==> config.mk <==
export PLATFORM = sky130hd
export DESIGN_NAME = ssb_burst_tx
export DESIGN_NICKNAME = d
export VERILOG_FILES = /design/src/include/ssb_pkg.sv /design/src/rtl/ssb_sine_rom.sv /design/src/rtl/ssb_burst_tx.sv
export VERILOG_INCLUDE_DIRS = /design/src /design/src/include
export SDC_FILE = /design/constraint.sdc
export NUM_CORES = 1
export LEC_CHECK = 0
export BUFFER_PORTS_ARGS = -buffer_cell sky130_fd_sc_hd__buf_2
export CORE_UTILIZATION = 60
export CTS_CLUSTER_DIAMETER = 150
export DETAILED_ROUTE_END_ITERATION = 10
export PLACE_DENSITY = 0.89
export SETUP_SLACK_MARGIN = 0.02
export SLEW_MARGIN = 20
export SYNTH_ARGS = -nofsm -noshare
export SYNTH_HDL_FRONTEND = slang
export SYNTH_SLANG_ARGS = --single-unit
==> constraint.sdc <==
create_clock -name clock_i -period 28.5 [get_ports clock_i]
set_input_delay 0 -clock clock_i [delete_from_list [all_inputs] [get_ports clock_i]]
set_output_delay 0 -clock clock_i [all_outputs]
set_load 0.01 [all_outputs]
==> src/include/ssb_params.svh <==
// Register offsets, field positions, reset values and timing counts of the burst transmitter
`ifndef SSB_PARAMS_SVH
`define SSB_PARAMS_SVH

// Register indices; byte address is four times the index
`define SSB_IDX_FCW0 8'h03
`define SSB_IDX_FCW3 8'h06
`define SSB_IDX_START 8'h37
`define SSB_IDX_MODE 8'h40
`define SSB_IDX_DCHIPS 8'h42
`define SSB_IDX_PCHIPS 8'h43
`define SSB_IDX_PCODE0 8'h44
`define SSB_IDX_PCODE7 8'h4B
`define SSB_IDX_DCODE0 8'h4C
`define SSB_IDX_DCODE7 8'h53
`define SSB_IDX_CHDIV 8'h60
`define SSB_IDX_CFG 8'h61
`define SSB_IDX_BLEN0 8'h62
`define SSB_IDX_BLEN1 8'h63
`define SSB_IDX_STATUS 8'h64

// Field positions
`define SSB_START_BIT 1
`define SSB_BPSK_BIT 0
`define SSB_EXTREF_BIT 0

// Reset values
`define SSB_CHDIV_RST 8'h07
`define SSB_BLEN_RST 16'h0004

// Timing: full code length in chips, and bit capture delay after a request in clocks
`define SSB_MAX_CHIPS 7'h40
`define SSB_BIT_LAT 3'h4

`endif

==> src/include/ssb_pkg.sv <==
// Types shared by the burst transmitter
package ssb_pkg;
    typedef enum logic [1:0] {S_IDLE, S_PRE, S_DATA} ssb_state_t;
    typedef struct packed {
        logic i;
        logic q;
    } ssb_pair_t;
    typedef struct packed {
        logic [7:0] idx;
        logic wr;
        logic rd;
    } ssb_ap_t;
endpackage

==> src/rtl/ssb_sine_rom.sv <==
// Sine and cosine lookup for the NCO, registered outputs
`timescale 1ns/1ns
module ssb_sine_rom (
    // Clock and reset
    input wire logic clock_i,
    input wire logic sys_rst_i,
    // Phase in, samples out
    input wire logic [3:0] phase_i,
    output logic signed [7:0] sin_o,
    output logic signed [7:0] cos_o
);
    // Sixteen points per cycle; coarse, but keeps the table small
    function automatic logic [7:0] sine_at(input logic [3:0] p);
        logic [7:0] v;
        v = 8'h00;
        case (p)
            4'h0: v = 8'h00;
            4'h1: v = 8'h31;
            4'h2: v = 8'h5A;
            4'h3: v = 8'h75;
            4'h4: v = 8'h7F;
            4'h5: v = 8'h75;
            4'h6: v = 8'h5A;
            4'h7: v = 8'h31;
            4'h8: v = 8'h00;
            4'h9: v = 8'hCF;
            4'hA: v = 8'hA6;
            4'hB: v = 8'h8B;
            4'hC: v = 8'h81;
            4'hD: v = 8'h8B;
            4'hE: v = 8'hA6;
            default: v = 8'hCF;
        endcase
        return v;
    endfunction

    // Cosine is the sine a quarter cycle ahead
    always_ff @(posedge clock_i or posedge sys_rst_i) begin
        if (sys_rst_i) begin
            sin_o <= 8'h00;
            cos_o <= 8'h00;
        end else begin
            sin_o <= sine_at(phase_i);
            cos_o <= sine_at(phase_i + 4'h4);
        end
    end
endmodule

==> src/rtl/ssb_burst_tx.sv <==
// Burst spread-spectrum transmitter: register slave, timing, encoder, spreader, modulator
//
// Decided for this implementation: the AHB-Lite slave port.
`timescale 1ns/1ns
`include "ssb_params.svh"
module ssb_burst_tx (
    // Clock and reset
    input wire logic clock_i,
    input wire logic sys_rst_i,
    // AHB-Lite slave
    input wire logic hsel_i,
    input wire logic [31:0] haddr_i,
    input wire logic [1:0] htrans_i,
    input wire logic hwrite_i,
    input wire logic [2:0] hsize_i,
    input wire logic [31:0] hwdata_i,
    input wire logic hready_i,
    output logic [31:0] hrdata_o,
    output logic hreadyout_o,
    output logic hresp_o,
    // Burst control and serial data source
    input wire logic tx_burst_enable_pin_i,
    input wire logic ext_tx_chip_ref_i,
    input wire logic tx_serial_in_i,
    output logic tx_bit_request_o,
    output logic preamble_done_pulse_o,
    output logic data_symbol_pulse_o,
    // Spread chips and IF samples
    output logic spread_i_out_o,
    output logic spread_q_out_o,
    output logic [7:0] modulated_if_out_o
);
    ////////////////////////////////////////////////////////////////////////////
    // Declarations
    logic [31:0] fcw_ff;
    logic [7:0] start_ff, mode_ff, dchip_ff, pchip_ff, chdiv_ff, cfg_ff;
    logic [63:0] pcode_ff, dcode_ff;
    logic [15:0] blen_ff, remain_ff;
    logic [31:0] hrdata_ff, phase_ff;
    logic hready_ff, hresp_ff;
    ssb_pkg::ssb_ap_t ap_ff;
    logic [7:0] rd_mux;
    logic [2:0] sync_s1_ff, sync_s2_ff;
    logic en_d_ff, sw_d_ff, ref_d_ff;
    logic [7:0] div_cnt_ff;
    ssb_pkg::ssb_state_t state_ff;
    logic [5:0] idx_ff;
    ssb_pkg::ssb_pair_t enc_ff, fetched_ff, enc_next;
    logic bpsk_ff, busy, chip_en, sym_last, start_evt, start_fetch, code_bit;
    logic [6:0] sym_len;
    logic [1:0] left_ff, nbits;
    logic [2:0] lat_ff;
    logic slot_ff, req_ff, pre_done_ff, data_pls_ff;
    logic spread_i_ff, spread_q_ff;
    logic [7:0] if_ff;
    logic signed [7:0] nco_sin, nco_cos;
    logic signed [8:0] term_i, term_q, if_sum;
    wire logic ap_ok = hsel_i && htrans_i[1] && hready_i;

    ////////////////////////////////////////////////////////////////////////////
    // Bus slave

    // Reads take one wait state so a write just before them is seen
    always_ff @(posedge clock_i or posedge sys_rst_i) begin
        if (sys_rst_i) begin
            ap_ff <= '0;
            hready_ff <= 1'b1;
            hresp_ff <= 1'b0;
            hrdata_ff <= 32'h0000_0000;
        end else begin
            ap_ff.wr <= ap_ok && hwrite_i;
            ap_ff.rd <= ap_ok && !hwrite_i;
            if (ap_ok) begin
                ap_ff.idx <= haddr_i[9:2];
            end
            hready_ff <= !(ap_ok && !hwrite_i);
            hresp_ff <= 1'b0;
            if (ap_ff.rd) begin
                hrdata_ff <= {24'h00_0000, rd_mux};
            end
        end
    end

    // Read decode; unmapped indices read zero
    always_comb begin
        rd_mux = 8'h00;
        if (ap_ff.idx >= `SSB_IDX_FCW0 && ap_ff.idx <= `SSB_IDX_FCW3) begin
            rd_mux = fcw_ff[{2'(ap_ff.idx[1:0] - 2'h3), 3'h0} +: 8];
        end else if (ap_ff.idx == `SSB_IDX_START) begin
            rd_mux = start_ff;
        end else if (ap_ff.idx == `SSB_IDX_MODE) begin
            rd_mux = mode_ff;
        end else if (ap_ff.idx == `SSB_IDX_DCHIPS) begin
            rd_mux = dchip_ff;
        end else if (ap_ff.idx == `SSB_IDX_PCHIPS) begin
            rd_mux = pchip_ff;
        end else if (ap_ff.idx >= `SSB_IDX_PCODE0 && ap_ff.idx <= `SSB_IDX_PCODE7) begin
            rd_mux = pcode_ff[{3'(ap_ff.idx[2:0] - 3'h4), 3'h0} +: 8];
        end else if (ap_ff.idx >= `SSB_IDX_DCODE0 && ap_ff.idx <= `SSB_IDX_DCODE7) begin
            rd_mux = dcode_ff[{3'(ap_ff.idx[2:0] - 3'h4), 3'h0} +: 8];
        end else if (ap_ff.idx == `SSB_IDX_CHDIV) begin
            rd_mux = chdiv_ff;
        end else if (ap_ff.idx == `SSB_IDX_CFG) begin
            rd_mux = cfg_ff;
        end else if (ap_ff.idx == `SSB_IDX_BLEN0) begin
            rd_mux = blen_ff[7:0];
        end else if (ap_ff.idx == `SSB_IDX_BLEN1) begin
            rd_mux = blen_ff[15:8];
        end else if (ap_ff.idx == `SSB_IDX_STATUS) begin
            rd_mux = {5'h00, state_ff == ssb_pkg::S_DATA, state_ff == ssb_pkg::S_PRE, busy};
        end
    end

    // Register writes in the data phase, low byte only
    always_ff @(posedge clock_i or posedge sys_rst_i) begin
        if (sys_rst_i) begin
            fcw_ff <= 32'h0000_0000;
            start_ff <= 8'h00;
            mode_ff <= 8'h00;
            dchip_ff <= 8'h00;
            pchip_ff <= 8'h00;
            pcode_ff <= 64'h0;
            dcode_ff <= 64'h0;
            chdiv_ff <= `SSB_CHDIV_RST;
            cfg_ff <= 8'h00;
            blen_ff <= `SSB_BLEN_RST;
        end else if (ap_ff.wr) begin
            if (ap_ff.idx >= `SSB_IDX_FCW0 && ap_ff.idx <= `SSB_IDX_FCW3) begin
                fcw_ff[{2'(ap_ff.idx[1:0] - 2'h3), 3'h0} +: 8] <= hwdata_i[7:0];
            end else if (ap_ff.idx == `SSB_IDX_START) begin
                start_ff <= hwdata_i[7:0];
            end else if (ap_ff.idx == `SSB_IDX_MODE) begin
                mode_ff <= hwdata_i[7:0];
            end else if (ap_ff.idx == `SSB_IDX_DCHIPS) begin
                dchip_ff <= hwdata_i[7:0];
            end else if (ap_ff.idx == `SSB_IDX_PCHIPS) begin
                pchip_ff <= hwdata_i[7:0];
            end else if (ap_ff.idx >= `SSB_IDX_PCODE0 && ap_ff.idx <= `SSB_IDX_PCODE7) begin
                pcode_ff[{3'(ap_ff.idx[2:0] - 3'h4), 3'h0} +: 8] <= hwdata_i[7:0];
            end else if (ap_ff.idx >= `SSB_IDX_DCODE0 && ap_ff.idx <= `SSB_IDX_DCODE7) begin
                dcode_ff[{3'(ap_ff.idx[2:0] - 3'h4), 3'h0} +: 8] <= hwdata_i[7:0];
            end else if (ap_ff.idx == `SSB_IDX_CHDIV) begin
                chdiv_ff <= hwdata_i[7:0];
            end else if (ap_ff.idx == `SSB_IDX_CFG) begin
                cfg_ff <= hwdata_i[7:0];
            end else if (ap_ff.idx == `SSB_IDX_BLEN0) begin
                blen_ff[7:0] <= hwdata_i[7:0];
            end else if (ap_ff.idx == `SSB_IDX_BLEN1) begin
                blen_ff[15:8] <= hwdata_i[7:0];
            end
        end
    end

    assign hrdata_o = hrdata_ff;
    assign hreadyout_o = hready_ff;
    assign hresp_o = hresp_ff;

    ////////////////////////////////////////////////////////////////////////////
    // Pin synchronisers and start detection

    // Bit 0 enable pin, bit 1 chip reference, bit 2 serial data
    always_ff @(posedge clock_i or posedge sys_rst_i) begin
        if (sys_rst_i) begin
            sync_s1_ff <= 3'h0;
            sync_s2_ff <= 3'h0;
        end else begin
            sync_s1_ff <= {tx_serial_in_i, ext_tx_chip_ref_i, tx_burst_enable_pin_i};
            sync_s2_ff <= sync_s1_ff;
        end
    end

    // Edge memories for pin, start bit and chip reference
    always_ff @(posedge clock_i or posedge sys_rst_i) begin
        if (sys_rst_i) begin
            en_d_ff <= 1'b0;
            sw_d_ff <= 1'b0;
            ref_d_ff <= 1'b0;
        end else begin
            en_d_ff <= sync_s2_ff[0];
            sw_d_ff <= start_ff[`SSB_START_BIT];
            ref_d_ff <= sync_s2_ff[1];
        end
    end

    assign start_evt = (sync_s2_ff[0] && !en_d_ff)
        || (start_ff[`SSB_START_BIT] && !sw_d_ff);
    assign busy = state_ff != ssb_pkg::S_IDLE;

    ////////////////////////////////////////////////////////////////////////////
    // Chip and symbol timing

    // Divider restarts at burst start so the first chip is full length
    always_ff @(posedge clock_i or posedge sys_rst_i) begin
        if (sys_rst_i) begin
            div_cnt_ff <= 8'h00;
        end else if (!busy || div_cnt_ff == chdiv_ff) begin
            div_cnt_ff <= 8'h00;
        end else begin
            div_cnt_ff <= div_cnt_ff + 8'h01;
        end
    end

    assign chip_en = busy && (cfg_ff[`SSB_EXTREF_BIT] ? (sync_s2_ff[1] && !ref_d_ff)
        : (div_cnt_ff == chdiv_ff));

    // Zero length means a full 64-chip code; an oversized data length does too, but the preamble uses only its low six bits
    always_comb begin
        if (state_ff == ssb_pkg::S_PRE) begin
            sym_len = (pchip_ff[5:0] == 6'h00) ? `SSB_MAX_CHIPS : {1'b0, pchip_ff[5:0]};
        end else if (dchip_ff == 8'h00 || dchip_ff > {1'b0, `SSB_MAX_CHIPS}) begin
            sym_len = `SSB_MAX_CHIPS;
        end else begin
            sym_len = dchip_ff[6:0];
        end
    end

    assign sym_last = ({1'b0, idx_ff} == 7'(sym_len - 7'h01));
    assign code_bit = (state_ff == ssb_pkg::S_PRE) ? pcode_ff[idx_ff] : dcode_ff[idx_ff];

    ////////////////////////////////////////////////////////////////////////////
    // Differential encoder

    // Position on the 00,01,11,10 cycle
    function automatic logic [1:0] cyc_pos(input ssb_pkg::ssb_pair_t p);
        return {p.i, p.i ^ p.q};
    endfunction

    always_comb begin
        logic [1:0] np;
        np = 2'(cyc_pos(enc_ff) + cyc_pos(fetched_ff));
        if (bpsk_ff) begin
            enc_next.i = fetched_ff.i ^ enc_ff.i;
            enc_next.q = fetched_ff.i ^ enc_ff.i;
        end else begin
            enc_next.i = np[1];
            enc_next.q = np[1] ^ np[0];
        end
    end

    ////////////////////////////////////////////////////////////////////////////
    // Burst sequencer: one preamble symbol then the counted data symbols

    always_ff @(posedge clock_i or posedge sys_rst_i) begin
        if (sys_rst_i) begin
            state_ff <= ssb_pkg::S_IDLE;
            idx_ff <= 6'h00;
            enc_ff <= '0;
            remain_ff <= 16'h0000;
            bpsk_ff <= 1'b0;
            pre_done_ff <= 1'b0;
            data_pls_ff <= 1'b0;
        end else begin
            pre_done_ff <= 1'b0;
            data_pls_ff <= 1'b0;
            case (state_ff)
                ssb_pkg::S_IDLE: begin
                    if (start_evt) begin
                        state_ff <= ssb_pkg::S_PRE;
                        idx_ff <= 6'h00;
                        enc_ff <= '0;
                        remain_ff <= blen_ff;
                        bpsk_ff <= mode_ff[`SSB_BPSK_BIT];
                    end
                end
                default: begin
                    if (chip_en && sym_last) begin
                        idx_ff <= 6'h00;
                        if (state_ff == ssb_pkg::S_PRE) begin
                            pre_done_ff <= 1'b1;
                        end
                        if (remain_ff == 16'h0000) begin
                            state_ff <= ssb_pkg::S_IDLE;
                        end else begin
                            state_ff <= ssb_pkg::S_DATA;
                            remain_ff <= remain_ff - 16'h0001;
                            enc_ff <= enc_next;
                            data_pls_ff <= 1'b1;
                        end
                    end else if (chip_en) begin
                        idx_ff <= idx_ff + 6'h01;
                    end
                end
            endcase
        end
    end

    ////////////////////////////////////////////////////////////////////////////
    // Bit fetch: requests the next symbol's bits while the current one is sent

    assign start_fetch = (!busy && start_evt && blen_ff != 16'h0000)
        || (chip_en && sym_last && remain_ff > 16'h0001);
    assign nbits = (busy ? bpsk_ff : mode_ff[`SSB_BPSK_BIT]) ? 2'h1 : 2'h2;

    // The source's bit is taken a fixed delay after each request
    always_ff @(posedge clock_i or posedge sys_rst_i) begin
        if (sys_rst_i) begin
            left_ff <= 2'h0;
            lat_ff <= 3'h0;
            slot_ff <= 1'b0;
            req_ff <= 1'b0;
            fetched_ff <= '0;
        end else begin
            req_ff <= 1'b0;
            if (start_fetch) begin
                left_ff <= nbits;
                lat_ff <= `SSB_BIT_LAT;
                slot_ff <= 1'b0;
                req_ff <= 1'b1;
            end else if (left_ff != 2'h0) begin
                if (lat_ff != 3'h0) begin
                    lat_ff <= lat_ff - 3'h1;
                end else begin
                    if (slot_ff) begin
                        fetched_ff.q <= sync_s2_ff[2];
                    end else begin
                        fetched_ff.i <= sync_s2_ff[2];
                    end
                    left_ff <= left_ff - 2'h1;
                    slot_ff <= 1'b1;
                    if (left_ff == 2'h2) begin
                        req_ff <= 1'b1;
                        lat_ff <= `SSB_BIT_LAT;
                    end
                end
            end
        end
    end

    ////////////////////////////////////////////////////////////////////////////
    // Spreader and modulator

    // Chips are zero between bursts
    always_ff @(posedge clock_i or posedge sys_rst_i) begin
        if (sys_rst_i) begin
            spread_i_ff <= 1'b0;
            spread_q_ff <= 1'b0;
        end else begin
            spread_i_ff <= busy && (enc_ff.i ^ code_bit);
            spread_q_ff <= busy && (enc_ff.q ^ code_bit);
        end
    end

    // NCO runs free on this clock, which is the IF clock
    always_ff @(posedge clock_i or posedge sys_rst_i) begin
        if (sys_rst_i) begin
            phase_ff <= 32'h0000_0000;
        end else begin
            phase_ff <= phase_ff + fcw_ff;
        end
    end

    ssb_sine_rom u_rom (
        .clock_i(clock_i),
        .sys_rst_i(sys_rst_i),
        .phase_i(phase_ff[31:28]),
        .sin_o(nco_sin),
        .cos_o(nco_cos)
    );

    // Plain QPSK only: bit 0 is +1, so 00 lands in the first quadrant
    assign term_i = spread_i_ff ? -{nco_cos[7], nco_cos} : {nco_cos[7], nco_cos};
    assign term_q = spread_q_ff ? -{nco_sin[7], nco_sin} : {nco_sin[7], nco_sin};
    assign if_sum = 9'(term_i - term_q);

    // Halving keeps the sum within eight bits
    always_ff @(posedge clock_i or posedge sys_rst_i) begin
        if (sys_rst_i) begin
            if_ff <= 8'h00;
        end else begin
            if_ff <= busy ? if_sum[8:1] : 8'h00;
        end
    end

    assign tx_bit_request_o = req_ff;
    assign preamble_done_pulse_o = pre_done_ff;
    assign data_symbol_pulse_o = data_pls_ff;
    assign spread_i_out_o = spread_i_ff;
    assign spread_q_out_o = spread_q_ff;
    assign modulated_if_out_o = if_ff;
endmodule

== Yosys cells after proc, flatten, opt, wreduce, memory -nomap -nowiden ==
Memories as Yosys holds them, arrays and structs flattened. A register that Yosys moved wholly into a read port is not among the register bits.
Index checks and enable logic that the tools add are counted.

* Register bits: 340
* Bits in read-only memories: 256
* Input port bits: 77
* Output and inout port bits: 47
* Word-level logic and storage cells: 235
* Memories: 2

{| class="wikitable"
|+ Memory list
! memory !! words !! width !! rd ports !! clocked after memory_dff !! wr ports !! RTL line !! RTL
|-
| (name not given) || 16 || 8 || 1 || 1 || 0 || ssb_sine_rom.sv:16 || <nowiki>case (p)</nowiki>
|-
| (name not given) || 16 || 8 || 1 || 1 || 0 || ssb_sine_rom.sv:16 ||
|}

* $add $sub $neg: 16
* Magnitude comparators: 9
* Equal/unequal tests: 17
* Shift operators: 7
* Mux-type cells: 67
* Bitwise logic cells: 19
* Reduce and logical (&&, ||, !) cells: 58

{| class="wikitable"
|+ Operators by type and width
! operator !! number
|-
| $bwmux 64 || 2
|-
| $shiftx 64x7->8 || 2
|-
| $mux 8 || 13
|-
| $eq 8x7->1 const B || 8
|-
| $mux 16 || 4
|-
| $shift 8x8->64 const A || 1
|-
| $shiftx 8x8->64 || 1
|-
| $add 32x32->32 || 1
|-
| $bwmux 32 || 1
|-
| $shift 8x7->32 const A || 1
|-
| $shiftx 32x6->8 || 1
|-
| $shiftx 8x7->32 || 1
|-
| $mux 2 || 13
|-
| $mux 6 || 4
|-
| $mux 7 || 3
|-
| $mux 1 || 18
|-
| $mux 9 || 2
|-
| $neg 9->9 || 2
|-
| $logic_and 1x1->1 || 17
|-
| $ge 8x7->1 const B || 2
|-
| $gt 16x1->1 const B || 1
|-
| $le 8x7->1 const B || 2
|-
| $logic_not 16->1 || 1
|-
| $reduce_bool 16->1 || 1
|-
| other kinds (46) || 91
|}

== Longest topological paths before layout ==
Gate-level depths: netlist of run 1.

* Word-level depth: 13
* Mapped depth: 16
* Depth with buffers taken out: 12

== Modules after synthesis ==
From an unflattened synthesis of run 1, not the netlist that was laid out.

* Cells, all modules: 1854
* Area total of the unflattened synthesis: 20145.6 um^2

{| class="wikitable"
|+ By module, submodules not included
! module !! instances !! cells an instance !! area an instance (um^2) !! sequential area each (um^2)
|-
| ssb_burst_tx || 1 || 1782 || 19357.3 || 8514.4
|-
| ssb_sine_rom || 1 || 72 || 788.3 || 400.4
|}

== Least setup slack after synthesis of run 1 ==
OpenSTA, ideal clock, no wires.

* Path kind: register to register
* Start: reg ap_ff[2] (netlist bit)
* End: reg dcode_ff[0]
* Library setup time: 125 ps
* Data arrival time: 4026 ps
* Data required time: 28375 ps
* Slack: 24349 ps
* Cell stages (with the launch flop): 15
* Path buffers: 5
* Period minus slack after synthesis: 4151 ps
* Cells stage by stage: dfrtp_1 > buf_2 > buf_2 > buf_2 > buf_2 > clkinv_1 > clkbuf_1 > ha_1 > nand3b_1 > o2111ai_1 > nand2_1 > nor4_1 > nand2_1 > nor2_1 > mux2_2

* Longest elaborated chain between the ends: 4
* Elaborated cells between the ends (all ways): 25
* Those cells by class: 2 x add/sub; 6 x order compare; 4 x eq/ne; 2 x shift; 1 x mux; 6 x bitwise; 4 x reduce/logical

{| class="wikitable"
|+ RTL lines
! element !! RTL line !! RTL
|-
| start, declared || ssb_burst_tx.sv:41 || <nowiki>ssb_pkg::ssb_ap_t ap_ff;</nowiki>
|-
| $sub 3x3->3, or another cell as far along || ssb_burst_tx.sv:141 || <nowiki>dcode_ff[{3'(ap_ff.idx[2:0] - 3'h4), 3'h0} +: 8] <= hwdata_i[7:0];</nowiki>
|-
| $neg 6->8 or $logic_and 1x1->1 (tied branches) || n/a ||
|-
| $shiftx 8x8->64, or another cell as far along || ssb_burst_tx.sv:141 ||
|-
| $bwmux 64 or $reduce_and 8->1 (tied branches) || n/a ||
|-
| end signal, assigned by index || ssb_burst_tx.sv:141 ||
|-
| end, declared || ssb_burst_tx.sv:37 || <nowiki>logic [63:0] pcode_ff, dcode_ff;</nowiki>
|}

Several ways; a longest one is shown, not always the timed one.
A chain may end at the register's enable or synchronous reset.

== Worst setup path after layout of run 1 ==
Same ends and word-level chain as after synthesis.

==> results of run 1 <==
-- final timing paths --
kind | from | end | slack [ns] | cells past startpoint
max | ap_ff[2] | dcode_ff[0] | 23.53 | 9
min | hwdata_i[4] | pcode_ff[28] | 0.04 | 3
max reg2reg | ap_ff[2] | dcode_ff[0] | 23.53 | 9
min reg2reg | sync_s1_ff[2] | sync_s2_ff[2] | 0.36 | 0
max in group asynchronous | sys_rst_i | ap_ff[2] | 26.19 | 5
min in group asynchronous | sys_rst_i | modulated_if_out_o[7] | 0.18 | 3
-- sequential cells by signal, indices dropped and copies added, names as in the netlist, 6 cells and up --
register,flops
dcode_ff,64
pcode_ff,64
fcw_ff,32
phase_ff,32
blen_ff,16
remain_ff,16
ap_ff,10
cfg_ff,8
chdiv_ff,8
dchip_ff,8
div_cnt_ff,8
hrdata_o,8
mode_ff,8
modulated_if_out_o,8
pchip_ff,8
start_ff,8
u_rom.cos_o,8
u_rom.sin_o,8
idx_ff,6
-- cell usage after synthesis (all sizes together) (10+ instances only) --
cell    number
o22ai       19
ha          62
a21o        22
mux2i       51
clkbuf      66
o21ai      102
a21oi       89
dfrtp      351
xnor2       53
inv         43
mux4        61
nand2      203
nor2b       10
and3        11
nor3        22
nand3       58
buf         58
o22a        14
o221ai      12
o31ai       41
nand2b      18
nor2       148
xor2        22
and2        11
a31oi       25
mux2       160
nor4        12
a211oi      12
nand4       12
-- logic make-up (layout without fill, tap and decap cells) --
group / after synthesis / after routing
AND/OR/NAND/NOR: 544 / 544
buffers and inverters: 169 / 188
adder cells (fa/ha/maj): 64 / 64
AO/OA/AOI/OAI: 413 / 413
XOR/XNOR: 75 / 75
multiplexers: 272 / 272
flip-flops: 356 / 356
other: 1 / 25
-- cell type report --
type                    count  area share (%)
repair buffers             73            2.16
flip-flops and latches    356            40.7
clock inverters            15           0.918
multi-input cells        1393            47.8
inverters                  45           0.804
well taps                 442            2.52
clock buffers              55            5.13
-- power by group through the flow --
stage / Clock, W / Combinational [W] / Sequential, W
final: 0.000522 / 0.000825 / 0.000684
after global routing: 0.000545 / 0.000908 / 0.000693
after CTS: 0.000521 / 0.000810 / 0.000679
after detailed placement: 0 / 0.000794 / 0.000688
after global placement: 0 / 0.000753 / 0.000681
after floorplan: 0 / 0.000648 / 0.000655
-- worst max-delay path, delay by kind of cell (launching register included) --
family	cells	cell delay [ns]
fa+ha+maj	1	0.75
compound gates	1	0.24
mux	1	0.42
flops	1	0.61
simple gates	5	2.13
buf+inv	1	0.69
-- routing by layer --
layer	vias up	GRT usage [%]
li1	6920	-
met1	8020	40.4
met2	974	55.0
met3	250	7.16
met4	2	17.6
met5	-	0
-- cells in the final DEF, fill, tap and decap left out, types with 39 or more instances in the layout --
cell type                     n
sky130_fd_sc_hd__dfrtp_1    349
sky130_fd_sc_hd__nand2_1    197
sky130_fd_sc_hd__nor2_1     147
sky130_fd_sc_hd__mux2_2     102
sky130_fd_sc_hd__o21ai_0     98
sky130_fd_sc_hd__a21oi_1     88
sky130_fd_sc_hd__ha_1        62
sky130_fd_sc_hd__mux4_2      61
sky130_fd_sc_hd__nand3_1     57
sky130_fd_sc_hd__mux2_1      57
sky130_fd_sc_hd__xnor2_1     53
sky130_fd_sc_hd__mux2i_1     51
sky130_fd_sc_hd__buf_2       46
sky130_fd_sc_hd__inv_1       42
sky130_fd_sc_hd__o31ai_1     41
sky130_fd_sc_hd__clkbuf_16   39
-- stage by stage --
stage	std cells	power, W	cell area [um2]	setup slack [ns]
global route	2379	0.00215	21900	23.45
detailed placement	2294	0.00148	20400	23.79
floorplan	1918	0.00130	20100	18.63
global placement	2294	0.00143	20400	23.85
CTS	2379	0.00201	21900	23.72
finish	2379	0.00203	21900	23.53
-- repair_timing --
action                                  CTS  global route
endpoints found under the setup margin    0             0
hold buffers                             15             0
endpoints found under the hold margin   141             0
==> report_table.html, run 1 <==
<table>
<tr><th>Metric</th><th>Value</th></tr>
<tr><th colspan="2">Run</th></tr>
<tr><td>Max Cap Viol</td><td>0</td></tr>
<tr><th colspan="2">Finish</th></tr>
<tr><td>Area of the multi-input gates</td><td>10500 um2</td></tr>
<tr><td>Fraction of layout cells with a size suffix above 1</td><td>16.4%</td></tr>
<tr><td>Diodes inserted</td><td>0</td></tr>
<tr><td>Post-Route Utilization</td><td>67.1%</td></tr>
<tr><td>Count of nets after finishing</td><td>2048</td></tr>
<tr><td>Area occupied by registers</td><td>8920 um2</td></tr>
<tr><td>Area Growth Syn to Fin</td><td>9.39%</td></tr>
<tr><td>Fillers</td><td>2260</td></tr>
<tr><th colspan="2">Timing</th></tr>
<tr><td>Worst hold slack across all endpoints</td><td>0.0418 ns</td></tr>
<tr><td>Maximum operating frequency</td><td>201 MHz</td></tr>
<tr><td>Final Hold Viols</td><td>0</td></tr>
<tr><td>Tightest Pin Transition</td><td>1.01 ns</td></tr>
<tr><td>Max_slew headroom</td><td>32.6%</td></tr>
<tr><td>Shortest clock period the worst path allows after layout</td><td>4.97 ns</td></tr>
<tr><td>Final setup vio count</td><td>0</td></tr>
<tr><td>Post-route clock skew</td><td>0.0149 ns</td></tr>
<tr><td>Setup total negative slack</td><td>0 ns</td></tr>
<tr><td>Final count of pins violating max slew</td><td>0</td></tr>
<tr><td>Final clock period utilization by the worst path</td><td>17.4%</td></tr>
<tr><td>Unrepaired setup endpoints after global routing</td><td>no</td></tr>
<tr><th colspan="2">Synth</th></tr>
<tr><td>Number of storage elements in the synthesis netlist</td><td>356</td></tr>
<tr><td>Compound-Gate Fraction of Synth Area</td><td>13.4%</td></tr>
<tr><td>Share of synthesized area spent on multiplexers</td><td>18.4%</td></tr>
<tr><td>Top FF cell, synth</td><td>sky130_fd_sc_hd__dfrtp_1</td></tr>
<tr><td>Per-instance average area after synthesis</td><td>10.6 um2</td></tr>
<tr><td>Cell Area, Synth</td><td>20100 um2</td></tr>
<tr><td>Post-synth ARST share</td><td>100%</td></tr>
<tr><td>Post-Synth Simple-Gate Area</td><td>12.6%</td></tr>
<tr><td>Ranking of synthesized cells by area</td><td>sky130_fd_sc_hd__dfrtp_1 44%, sky130_fd_sc_hd__mux4_2 6.9%, sky130_fd_sc_hd__mux2_2 5.7%, sky130_fd_sc_hd__ha_1 3.9%, sky130_fd_sc_hd__nand2_1 3.7%</td></tr>
<tr><td>Sequential share of the synthesized area</td><td>44.5%</td></tr>
<tr><td>Post-synthesis adder-cell area fraction</td><td>4.07%</td></tr>
<tr><td>Post-synthesis cell count</td><td>1894</td></tr>
<tr><td>Cell type with the largest total area after synthesis</td><td>sky130_fd_sc_hd__dfrtp_1</td></tr>
<tr><td>Combinational family with the most area after synthesis</td><td>multiplexers</td></tr>
<tr><td>Number of unique standard cell types used by synthesis</td><td>83</td></tr>
<tr><td>Number of warnings issued by yosys</td><td>0</td></tr>
<tr><td>Share of the synthesized area in the top cell type</td><td>43.8%</td></tr>
<tr><td>Post-synthesis share of cell area spent on xor and xnor gates</td><td>3.28%</td></tr>
<tr><td>Number of enable flip-flop cells after synthesis</td><td>0</td></tr>
<tr><th colspan="2">Detailed routing</th></tr>
<tr><td>Met3 wire length</td><td>5.26 mm</td></tr>
<tr><td>Total number of vias</td><td>16200</td></tr>
<tr><td>Wire length per cell after detailed routing</td><td>23.1 um</td></tr>
<tr><td>Post-DRT Antenna Nets</td><td>0</td></tr>
<tr><td>Total length of routed met2 wires</td><td>26.5 mm</td></tr>
<tr><td>Count of routing violations after the opening detailed-route iteration</td><td>1890</td></tr>
<tr><td>Drt first pass iters</td><td>7</td></tr>
<tr><td>Top layer reached by signal wires</td><td>met5</td></tr>
<tr><td>Mean number of vias per cell</td><td>6.80</td></tr>
<tr><td>Post-route DRC</td><td>0</td></tr>
<tr><td>Detailed Route WL</td><td>54.9 mm</td></tr>
<tr><td>Met1 layer wirelength in the final routing</td><td>20.0 mm</td></tr>
<tr><th colspan="2">Critical path</th></tr>
<tr><td>Largest fanout of any net on the critical path</td><td>20</td></tr>
<tr><td>Max incr delay on CP</td><td>0.75 ns</td></tr>
<tr><td>Classification of the worst setup path</td><td>reg2reg</td></tr>
<tr><td>Crit start category</td><td>flip-flop</td></tr>
<tr><td>Arrival time reported for the critical path endpoint</td><td>5.38 ns</td></tr>
<tr><td>Critical path capture point type</td><td>flip-flop</td></tr>
<tr><td>Worst EP required</td><td>28.91 ns</td></tr>
<tr><td>Most common cell on crit path</td><td>sky130_fd_sc_hd__nand2_1</td></tr>
<tr><td>Crit-path cells</td><td>clkinv_1 -&gt; ha_1 -&gt; nand3b_1 -&gt; o2111ai_1 -&gt; nand2_1 -&gt; nor4_1 -&gt; nand2_1 -&gt; nor2_1 -&gt; mux2_2</td></tr>
<tr><td>Slowest cell on the critical path</td><td>sky130_fd_sc_hd__ha_1</td></tr>
<tr><th colspan="2">Clocking</th></tr>
<tr><td>H-tree depth</td><td>2</td></tr>
<tr><td>Clock slew at reported path FFs</td><td>0.06 ns</td></tr>
<tr><td>Setup Buffers After CTS</td><td>0</td></tr>
<tr><td>Clock network latency to the later pin of the worst-skew pair</td><td>0.53 ns</td></tr>
<tr><td>Clock tree sinks</td><td>356</td></tr>
<tr><td>Number of buffers on the longest clock path</td><td>3</td></tr>
<tr><td>Root cell of the clock tree</td><td>sky130_fd_sc_hd__clkbuf_16</td></tr>
<tr><td>Post_cts resized</td><td>0</td></tr>
<tr><td>CTS Buf Count</td><td>38</td></tr>
<tr><td>CTS tree</td><td>yes</td></tr>
<tr><th colspan="2">Power</th></tr>
<tr><td>Worst supply voltage drop on vdd</td><td>0.0000654 V</td></tr>
<tr><td>Internal cell power</td><td>0.00125 W</td></tr>
<tr><td>Power density normalized to cell area</td><td>92.6 nW/um2</td></tr>
<tr><td>Power dissipated by switching net loads</td><td>0.000779 W</td></tr>
<tr><td>Portion of total power attributed to the clock network</td><td>25.7%</td></tr>
<tr><td>Logic pwr share</td><td>40.6%</td></tr>
<tr><td>Leak Pwr</td><td>9.75 nW</td></tr>
<tr><td>Proportion of power drawn by flip-flops and latches</td><td>33.7%</td></tr>
<tr><td>Switching part of the total</td><td>38.4%</td></tr>
<tr><th colspan="2">GRT</th></tr>
<tr><td>Congestion Overflow GR</td><td>0</td></tr>
<tr><td>Tot GR Track Use</td><td>33.1%</td></tr>
<tr><td>Pin count of the biggest net entering global routing</td><td>131</td></tr>
<tr><td>Global-route wire length before repair</td><td>87.7 mm</td></tr>
<tr><td>Antenna violations before repair</td><td>1</td></tr>
<tr><td>Via count of the first global-routing pass</td><td>16300</td></tr>
<tr><th colspan="2">Status</th></tr>
<tr><td>Status</td><td>finished, final reports clean</td></tr>
<tr><th colspan="2">Min path</th></tr>
<tr><td>Worst min-delay path class</td><td>in2reg</td></tr>
<tr><th colspan="2">Die</th></tr>
<tr><td>Initial cell density of the core</td><td>61.3%</td></tr>
<tr><td>Cell Rows</td><td>66</td></tr>
<tr><td>Top-level I/O count</td><td>124</td></tr>
<tr><td>Floorplan Core Area</td><td>32700 um2</td></tr>
<tr><td>Die outline width</td><td>185 um</td></tr>
<tr><td>Total die area</td><td>34200 um2</td></tr>
<tr><td>Height of the die</td><td>185 um</td></tr>
<tr><th colspan="2">Place</th></tr>
<tr><td>Placer's final routability congestion estimate</td><td>1.01</td></tr>
<tr><td>Detailed Place HPWL</td><td>37.2 mm</td></tr>
<tr><td>Count of input and output buffers</td><td>46</td></tr>
</table>
(Power assumes the default switching activity.)
==> inputs of run 2 (changes only) <==
- clock period: 28.5 -> 4.9 ns (I/O delays scaled with it)
==> report_table.html, run 2 (same netlist as run 1, synthesis figures left out) <==
<table>
<tr><th>Metric</th><th>Value</th></tr>
<tr><th colspan="2">Clocking</th></tr>
<tr><td>H-tree depth</td><td>2 (unchanged)</td></tr>
<tr><td>CTS tree</td><td>yes</td></tr>
<tr><td>Number of buffers on the longest clock path</td><td>3 (unchanged)</td></tr>
<tr><td>Clock network latency to the later pin of the worst-skew pair</td><td>0.56 ns (+0.03 ns)</td></tr>
<tr><td>Post_cts resized</td><td>0 (unchanged)</td></tr>
<tr><td>Clock slew at reported path FFs</td><td>0.07 ns (about the same)</td></tr>
<tr><td>CTS Buf Count</td><td>39 (+2.6%)</td></tr>
<tr><td>Root cell of the clock tree</td><td>sky130_fd_sc_hd__clkbuf_16</td></tr>
<tr><td>Clock tree sinks</td><td>356 (unchanged)</td></tr>
<tr><th colspan="2">Detailed routing</th></tr>
<tr><td>Drt first pass iters</td><td>6 (-1)</td></tr>
<tr><td>Total number of vias</td><td>16200 (+0.33%)</td></tr>
<tr><td>Post-route DRC</td><td>0 (unchanged)</td></tr>
<tr><td>Detailed Route WL</td><td>55.5 mm (+1.2%)</td></tr>
<tr><td>Mean number of vias per cell</td><td>6.80 (+0.12%)</td></tr>
<tr><td>Post-DRT Antenna Nets</td><td>0 (unchanged)</td></tr>
<tr><td>Count of routing violations after the opening detailed-route iteration</td><td>1812 (-4.1%)</td></tr>
<tr><td>Wire length per cell after detailed routing</td><td>23.3 um (+0.98%)</td></tr>
<tr><th colspan="2">Place</th></tr>
<tr><td>Detailed Place HPWL</td><td>37.4 mm (+0.68%)</td></tr>
<tr><td>Count of input and output buffers</td><td>46 (unchanged)</td></tr>
<tr><td>Placer's final routability congestion estimate</td><td>0.931 (-7.6%)</td></tr>
<tr><th colspan="2">Finish</th></tr>
<tr><td>Diodes inserted</td><td>0 (unchanged)</td></tr>
<tr><td>Most frequent standard cell in the layout excluding fill and tap cells</td><td>sky130_fd_sc_hd__dfrtp_1</td></tr>
<tr><td>Fraction of layout cells with a size suffix above 1</td><td>16.7% (+0.32 points)</td></tr>
<tr><td>Commonest non-fill, non-tap cells in the layout</td><td>349 x sky130_fd_sc_hd__dfrtp_1, 197 x sky130_fd_sc_hd__nand2_1, 147 x sky130_fd_sc_hd__nor2_1</td></tr>
<tr><td>Biggest regs</td><td>dcode_ff x64, pcode_ff x64</td></tr>
<tr><td>Count of nets after finishing</td><td>2055 (+0.34%)</td></tr>
<tr><td>Area Growth Syn to Fin</td><td>9.38% (about the same)</td></tr>
<tr><th colspan="2">Timing</th></tr>
<tr><td>Max_slew headroom</td><td>28.0% (-4.6 points)</td></tr>
<tr><td>Final setup vio count</td><td>0 (unchanged)</td></tr>
<tr><td>Final clock period utilization by the worst path</td><td>79.9% (+62 points)</td></tr>
<tr><td>Unrepaired setup endpoints after global routing</td><td>no</td></tr>
<tr><td>Tightest Pin Transition</td><td>1.08 ns (+0.0722 ns)</td></tr>
<tr><td>Final Hold Viols</td><td>0 (unchanged)</td></tr>
<tr><td>Shortest clock period the worst path allows after layout</td><td>3.92 ns (-1.06 ns)</td></tr>
<tr><td>Setup total negative slack</td><td>0 ns (unchanged)</td></tr>
<tr><td>Maximum operating frequency</td><td>255 MHz (+27%)</td></tr>
<tr><td>Post-route clock skew</td><td>0.0471 ns (+0.0322 ns)</td></tr>
<tr><td>Final count of pins violating max slew</td><td>0 (unchanged)</td></tr>
<tr><th colspan="2">Critical path</th></tr>
<tr><td>Most common cell on crit path</td><td>sky130_fd_sc_hd__nand2_1</td></tr>
<tr><td>Classification of the worst setup path</td><td>reg2reg</td></tr>
<tr><td>Reg-to-reg setup timing slack</td><td>0.98 ns (-22.54 ns)</td></tr>
<tr><td>Slowest cell on the critical path</td><td>sky130_fd_sc_hd__nor2_1</td></tr>
<tr><td>Crit start category</td><td>flip-flop</td></tr>
<tr><td>Critical path capture point type</td><td>flip-flop</td></tr>
<tr><td>Arrival time reported for the critical path endpoint</td><td>4.34 ns (-1.04 ns)</td></tr>
<tr><td>Crit-path cells</td><td>clkinv_1 -&gt; ha_1 -&gt; nand3b_1 -&gt; o2111ai_1 -&gt; nand2_1 -&gt; nor4_1 -&gt; nand2_1 -&gt; nor2_1 -&gt; mux2_2</td></tr>
<tr><td>Critical register-to-register path endpoint</td><td>dcode_ff[33]</td></tr>
<tr><td>Worst EP required</td><td>5.32 ns (-23.59 ns)</td></tr>
<tr><td>Worst path buffer plus inverter count</td><td>1 (unchanged)</td></tr>
<tr><td>R2r startpoint</td><td>ap_ff[2]</td></tr>
<tr><td>Largest fanout of any net on the critical path</td><td>21 (+5.0%)</td></tr>
<tr><td>Kind of cell adding the most delay to the critical path</td><td>simple AND/OR/NAND/NOR gates</td></tr>
<tr><td>Max incr delay on CP</td><td>0.72 ns (-0.03 ns)</td></tr>
<tr><td>Number of cells on the worst reg-to-reg path</td><td>9 (unchanged)</td></tr>
<tr><th colspan="2">GRT</th></tr>
<tr><td>Global-route wire length before repair</td><td>88.2 mm (+0.61%)</td></tr>
<tr><td>Pin count of the biggest net entering global routing</td><td>187 (+43%)</td></tr>
<tr><td>Congestion Overflow GR</td><td>0 (unchanged)</td></tr>
<tr><td>Tot GR Track Use</td><td>33.3% (+0.23 points)</td></tr>
<tr><td>Via count of the first global-routing pass</td><td>16200 (-0.86%)</td></tr>
<tr><td>Antenna violations before repair</td><td>0 (-1)</td></tr>
<tr><th colspan="2">Power</th></tr>
<tr><td>Worst supply voltage drop on vdd</td><td>0.000414 V (+530%)</td></tr>
<tr><td>Total power</td><td>0.0117 W (+480%)</td></tr>
<tr><td>Leak Pwr</td><td>9.77 nW (+0.19%)</td></tr>
<tr><td>Power density normalized to cell area</td><td>535 nW/um2 (+480%)</td></tr>
<tr><th colspan="2">Status</th></tr>
<tr><td>Status</td><td>finished, final reports clean</td></tr>
<tr><th colspan="2">Run</th></tr>
<tr><td>Max Cap Viol</td><td>0 (unchanged)</td></tr>
<tr><th colspan="2">Die</th></tr>
<tr><td>Total die area</td><td>34200 um2 (unchanged)</td></tr>
<tr><td>Height of the die</td><td>185 um (unchanged)</td></tr>
<tr><td>Floorplan Core Area</td><td>32700 um2 (unchanged)</td></tr>
<tr><td>Cell Rows</td><td>66 (unchanged)</td></tr>
<tr><td>Initial cell density of the core</td><td>61.3% (unchanged)</td></tr>
<tr><td>Top-level I/O count</td><td>124 (unchanged)</td></tr>
<tr><td>Die outline width</td><td>185 um (unchanged)</td></tr>
<tr><th colspan="2">Min path</th></tr>
<tr><td>Worst min-delay path class</td><td>in2reg</td></tr>
<tr><td>Hold Path End</td><td>pcode_ff[11]</td></tr>
<tr><td>Worst min-delay path startpoint</td><td>hwdata_i[3]</td></tr>
<tr><td>Worst Hold Path Cells</td><td>3 (unchanged)</td></tr>
</table>
==> run 2: cell count changes in the layout (fill, tap and decap cells not counted), sizes merged <==
cell         before  now
bufinv            4    1
clkinvlp          3    1
dlygate4sd3      15   16
clkbuf           55   53
clkinv            8   17
inv              45   42
buf              58   63
==> run 2: routing by layer <==
| layer | track usage, % | routed length [um] | share of wire (%) | vias up |
|---|---|---|---|---|
| li1 | - | - | - | 6928 |
| met1 | 41.5 | 20700 | 37 | 7985 |
| met2 | 55.1 | 26900 | 48 | 1032 |
| met3 | 6.39 | 5030 | 9.1 | 274 |
| met4 | 17.6 | 2960 | 5.3 | 0 |
| met5 | 0 | 0 | 0 | - |
==> run 2: repair_timing <==
action	4_1_cts	5_1_grt
hold endpoints to repair	369	0
setup buffers	0	0
hold buffers	16	0
==> run 2: tightest hold or removal path: stages <==
cell and delay, ns:
sky130_fd_sc_hd__buf_2 0.28, sky130_fd_sc_hd__nand3_1 0.16, sky130_fd_sc_hd__o21ai_0 0.09
==> run 2: per-stage QoR <==
step                hold WS, ns  cell area [um2]  setup WS, ns  util (%)  instances
floorplan                0.0314            20100         0.134         -       1918
global placement          0.111            20500          1.20      62.7       2299
detailed placement        0.112            20500          1.11      62.7       2299
CTS                      0.0125            21900         0.995      67.0       2384
global route             0.0315            21900         0.771      67.1       2384
finish                   0.0377            21900         0.985      67.1       2384
==> run 2: worst max path at each step <==
stage | cells after the start | slack (ns) | end | start
after global placement | 10 | 1.20 | remain_ff[15] | state_ff[1]
after CTS | 10 | 0.99 | remain_ff[8] | state_ff[1]
final | 9 | 0.98 | dcode_ff[33] | ap_ff[2]
after global routing | 9 | 0.77 | dcode_ff[0] | ap_ff[2]
after floorplan | 1 | 0.13 | ap_ff[0] | sys_rst_i
after detailed placement | 9 | 1.11 | dcode_ff[33] | ap_ff[2]
==> run 2: report_power, final <==
group,internal [W],switching (W)
registers,0.00346,0.000586
clock network,0.00167,0.00123
logic,0.00202,0.00276
total,0.00715,0.00458
==> run 2: area by class of cell <==
class                           instances  area [um2]
Clock buffer                           53        1130
Clock inverter                         16         131
Fill cell                            2247       10800
Inverter                               45         173
Multi-Input combinational cell       1393       10500
Sequential cell                       356        8920
Tap cell                              442         553
Timing Repair Buffer                   79         543
==> inputs of run 3 (changes only) <==
- CORE_UTILIZATION: 60 -> 56
- PLACE_DENSITY: 0.89 -> 0.87
- clock period: 4.9 -> 3.6 ns (I/O delays scaled with it)
==> report_table.html, run 3 (same netlist as run 1, synthesis figures left out) <==
<table>
<tr><th>Metric</th><th>Value</th></tr>
<tr><th colspan="2">Detailed routing</th></tr>
<tr><td>Mean number of vias per cell</td><td>6.62 (-2.8%)</td></tr>
<tr><td>Total number of vias</td><td>16000 (-1.6%)</td></tr>
<tr><td>Drt first pass iters</td><td>6 (unchanged)</td></tr>
<tr><td>Wire length per cell after detailed routing</td><td>22.6 um (-3.1%)</td></tr>
<tr><td>Post-DRT Antenna Nets</td><td>0 (unchanged)</td></tr>
<tr><td>Post-route DRC</td><td>0 (unchanged)</td></tr>
<tr><td>Count of routing violations after the opening detailed-route iteration</td><td>1520 (-16%)</td></tr>
<tr><td>Detailed Route WL</td><td>54.5 mm (-1.9%)</td></tr>
<tr><th colspan="2">GRT</th></tr>
<tr><td>Tot GR Track Use</td><td>30.4% (-2.9 points)</td></tr>
<tr><td>GR Layer Usage met3</td><td>5.42% (-0.97 points)</td></tr>
<tr><td>Busiest grt layer</td><td>met2</td></tr>
<tr><td>Via count of the first global-routing pass</td><td>16100 (-0.54%)</td></tr>
<tr><td>Global-route wire length before repair</td><td>87.1 mm (-1.2%)</td></tr>
<tr><td>Congestion Overflow GR</td><td>0 (unchanged)</td></tr>
<tr><td>Pin count of the biggest net entering global routing</td><td>85 (-55%)</td></tr>
<tr><td>Met2 Resource Use GR</td><td>50.9% (-4.2 points)</td></tr>
<tr><td>Routing usage on met1</td><td>38.2% (-3.3 points)</td></tr>
<tr><td>Antenna violations before repair</td><td>1 (+1)</td></tr>
<tr><th colspan="2">Power</th></tr>
<tr><td>Internal cell power</td><td>0.00993 W (+39%)</td></tr>
<tr><td>Total power</td><td>0.0160 W (+36%)</td></tr>
<tr><td>Switching part of the total</td><td>38.0% (-1.1 points)</td></tr>
<tr><td>Leak Pwr</td><td>9.89 nW (+1.3%)</td></tr>
<tr><td>Logic pwr share</td><td>40.7% (about the same)</td></tr>
<tr><td>Proportion of power drawn by flip-flops and latches</td><td>34.0% (-0.5 points)</td></tr>
<tr><td>Power dissipated by switching net loads</td><td>0.00608 W (+33%)</td></tr>
<tr><td>Power density normalized to cell area</td><td>721 nW/um2 (+35%)</td></tr>
<tr><td>Portion of total power attributed to the clock network</td><td>25.2% (+0.5 points)</td></tr>
<tr><td>Worst supply voltage drop on vdd</td><td>0.000676 V (+63%)</td></tr>
<tr><th colspan="2">Place</th></tr>
<tr><td>Cell total after placement</td><td>2332 (+1.4%)</td></tr>
<tr><td>Detailed Place HPWL</td><td>37.7 mm (+0.79%)</td></tr>
<tr><td>Placer's final routability congestion estimate</td><td>0.977 (+5.0%)</td></tr>
<tr><td>Count of input and output buffers</td><td>46 (unchanged)</td></tr>
<tr><th colspan="2">Critical path</th></tr>
<tr><td>R2r startpoint</td><td>state_ff[1]</td></tr>
<tr><td>Termination of the worst setup path</td><td>idx_ff[0]</td></tr>
<tr><td>Crit start category</td><td>flip-flop</td></tr>
<tr><td>Reg-to-reg setup timing slack</td><td>0.27 ns (-0.72 ns)</td></tr>
<tr><td>Critical path capture point type</td><td>flip-flop</td></tr>
<tr><td>Classification of the worst setup path</td><td>reg2reg</td></tr>
<tr><td>Worst EP required</td><td>4.00 ns (-1.32 ns)</td></tr>
<tr><td>Critical register-to-register path endpoint</td><td>idx_ff[0]</td></tr>
<tr><td>Beginning of the critical path</td><td>state_ff[1]</td></tr>
<tr><td>Largest fanout of any net on the critical path</td><td>12 (-43%)</td></tr>
<tr><td>Arrival time reported for the critical path endpoint</td><td>3.74 ns (-0.60 ns)</td></tr>
<tr><td>Number of cells on the worst reg-to-reg path</td><td>10 (+1)</td></tr>
<tr><th colspan="2">Clocking</th></tr>
<tr><td>H-tree depth</td><td>2 (unchanged)</td></tr>
<tr><td>Clock network latency to the later pin of the worst-skew pair</td><td>0.53 ns (-0.03 ns)</td></tr>
<tr><td>Root cell of the clock tree</td><td>sky130_fd_sc_hd__clkbuf_16</td></tr>
<tr><td>Post_cts resized</td><td>0 (unchanged)</td></tr>
<tr><td>Clock tree sinks</td><td>356 (unchanged)</td></tr>
<tr><td>CTS Buf Count</td><td>38 (-2.6%)</td></tr>
<tr><td>Number of buffers on the longest clock path</td><td>3 (unchanged)</td></tr>
<tr><td>CTS tree</td><td>yes</td></tr>
<tr><td>Clock slew at reported path FFs</td><td>0.06 ns (about the same)</td></tr>
<tr><th colspan="2">Timing</th></tr>
<tr><td>Final setup vio count</td><td>0 (unchanged)</td></tr>
<tr><td>Unrepaired setup endpoints after global routing</td><td>no</td></tr>
<tr><td>Final count of pins violating max slew</td><td>0 (unchanged)</td></tr>
<tr><td>Maximum operating frequency</td><td>300 MHz (+17%)</td></tr>
<tr><td>Max_slew headroom</td><td>39.3% (+11 points)</td></tr>
<tr><td>Tightest Pin Transition</td><td>0.903 ns (-0.176 ns)</td></tr>
<tr><td>Post-route clock skew</td><td>0.0214 ns (-0.0256 ns)</td></tr>
<tr><td>Final clock period utilization by the worst path</td><td>92.6% (+13 points)</td></tr>
<tr><td>Shortest clock period the worst path allows after layout</td><td>3.33 ns (-0.582 ns)</td></tr>
<tr><td>Setup total negative slack</td><td>0 ns (unchanged)</td></tr>
<tr><td>Final Hold Viols</td><td>0 (unchanged)</td></tr>
<tr><th colspan="2">Min path</th></tr>
<tr><td>Worst min-delay path class</td><td>in2reg</td></tr>
<tr><td>Worst Hold Path Cells</td><td>3 (unchanged)</td></tr>
<tr><th colspan="2">Finish</th></tr>
<tr><td>Biggest regs</td><td>dcode_ff x64, pcode_ff x64</td></tr>
<tr><td>Final cell count without fillers</td><td>2412 (+1.2%)</td></tr>
<tr><td>Area Growth Syn to Fin</td><td>10.7%</td></tr>
<tr><td>Diodes inserted</td><td>0 (unchanged)</td></tr>
<tr><td>Most frequent standard cell in the layout excluding fill and tap cells</td><td>sky130_fd_sc_hd__dfrtp_1</td></tr>
<tr><td>Count of nets after finishing</td><td>2074 (+0.92%)</td></tr>
<tr><td>Fraction of layout cells with a size suffix above 1</td><td>17.8% (+1.1 points)</td></tr>
<tr><td>Commonest non-fill, non-tap cells in the layout</td><td>349 x sky130_fd_sc_hd__dfrtp_1, 195 x sky130_fd_sc_hd__nand2_1, 144 x sky130_fd_sc_hd__nor2_1</td></tr>
<tr><th colspan="2">Status</th></tr>
<tr><td>Status</td><td>finished, final reports clean</td></tr>
<tr><th colspan="2">Die</th></tr>
<tr><td>Cell Rows</td><td>68 (+3.0%)</td></tr>
<tr><td>Top-level I/O count</td><td>124 (unchanged)</td></tr>
<tr><td>Total die area</td><td>36600 um2 (+7.1%)</td></tr>
<tr><td>Initial cell density of the core</td><td>57.5% (-3.8 points)</td></tr>
<tr><td>Die outline width</td><td>191 um (+3.5%)</td></tr>
<tr><td>Floorplan Core Area</td><td>34900 um2 (+6.7%)</td></tr>
<tr><td>Height of the die</td><td>191 um (+3.5%)</td></tr>
<tr><th colspan="2">Run</th></tr>
<tr><td>Max Cap Viol</td><td>0 (unchanged)</td></tr>
</table>
[run 3: worst min-delay path by stage]
| stage | startpoint | end | slack (ns) |
|---|---|---|---|
| CTS | hwdata_i[1] | start_ff[1] | 0.02 |
| global route | hwdata_i[4] | pcode_ff[28] | 0.05 |
| global placement | tx_serial_in_i | sync_s1_ff[2] | 0.11 |
| floorplan | tx_burst_enable_pin_i | sync_s1_ff[0] | 0.03 |
| detailed placement | ext_tx_chip_ref_i | sync_s1_ff[1] | 0.11 |
| finish | hwdata_i[1] | start_ff[1] | 0.04 |
[run 3: timing repair]
action,in CTS,in global routing
buffers inserted,0,0
hold buffers,15,0
hold endpoints to repair,58,0
[run 3: metrics by stage]
step / cell area [um2] / utilization, % / worst slack, ns / hold slack, ns
4_1_cts: 22200 / 63.6 / 0.363 / 0.0228
3_3_place_gp: 20800 / 59.5 / 0.500 / 0.110
3_5_place_dp: 20800 / 59.5 / 0.426 / 0.110
5_1_grt: 22200 / 63.6 / 0.0438 / 0.0482
6_report: 22200 / 63.6 / 0.266 / 0.0442
2_1_floorplan: 20200 / - / -1.17 / 0.0314
[run 3: routing by layer]
metal,share of wire (%),wire length [um]
met1,38,20700
met2,49,26500
met5,0.020,11
met4,5.2,2820
met3,8.2,4450
[run 3: layout make-up]
| class | count | area [um2] |
|---|---|---|
| clock buffers | 49 | 1090 |
| clock inverters | 15 | 181 |
| fillers | 2564 | 12700 |
| inverters | 45 | 174 |
| multi-input cells | 1393 | 10500 |
| flip-flops and latches | 356 | 8920 |
| well taps | 455 | 569 |
| repair buffers | 99 | 741 |
[run 3: critical path: stages, from the launching register on]
cell	delay, ns
sky130_fd_sc_hd__dfrtp_1	0.51
sky130_fd_sc_hd__nand2b_1	0.32
sky130_fd_sc_hd__and3_1	0.22
sky130_fd_sc_hd__a21oi_1	0.13
sky130_fd_sc_hd__ha_1	0.31
sky130_fd_sc_hd__mux2i_1	0.23
sky130_fd_sc_hd__mux2i_1	0.09
sky130_fd_sc_hd__o21ai_1	0.45
sky130_fd_sc_hd__nand3_2	0.32
sky130_fd_sc_hd__and3_1	0.35
sky130_fd_sc_hd__mux2_2	0.28
[run 3: power groups by stage]
stage	logic (W)	registers, W	clock network (W)
6_report	0.00652	0.00545	0.00404
5_1_grt	0.00718	0.00554	0.00424
4_1_cts	0.00642	0.00543	0.00405
3_5_place_dp	0.00633	0.00549	0
3_3_place_gp	0.00604	0.00544	0
2_1_floorplan	0.00514	0.00519	0
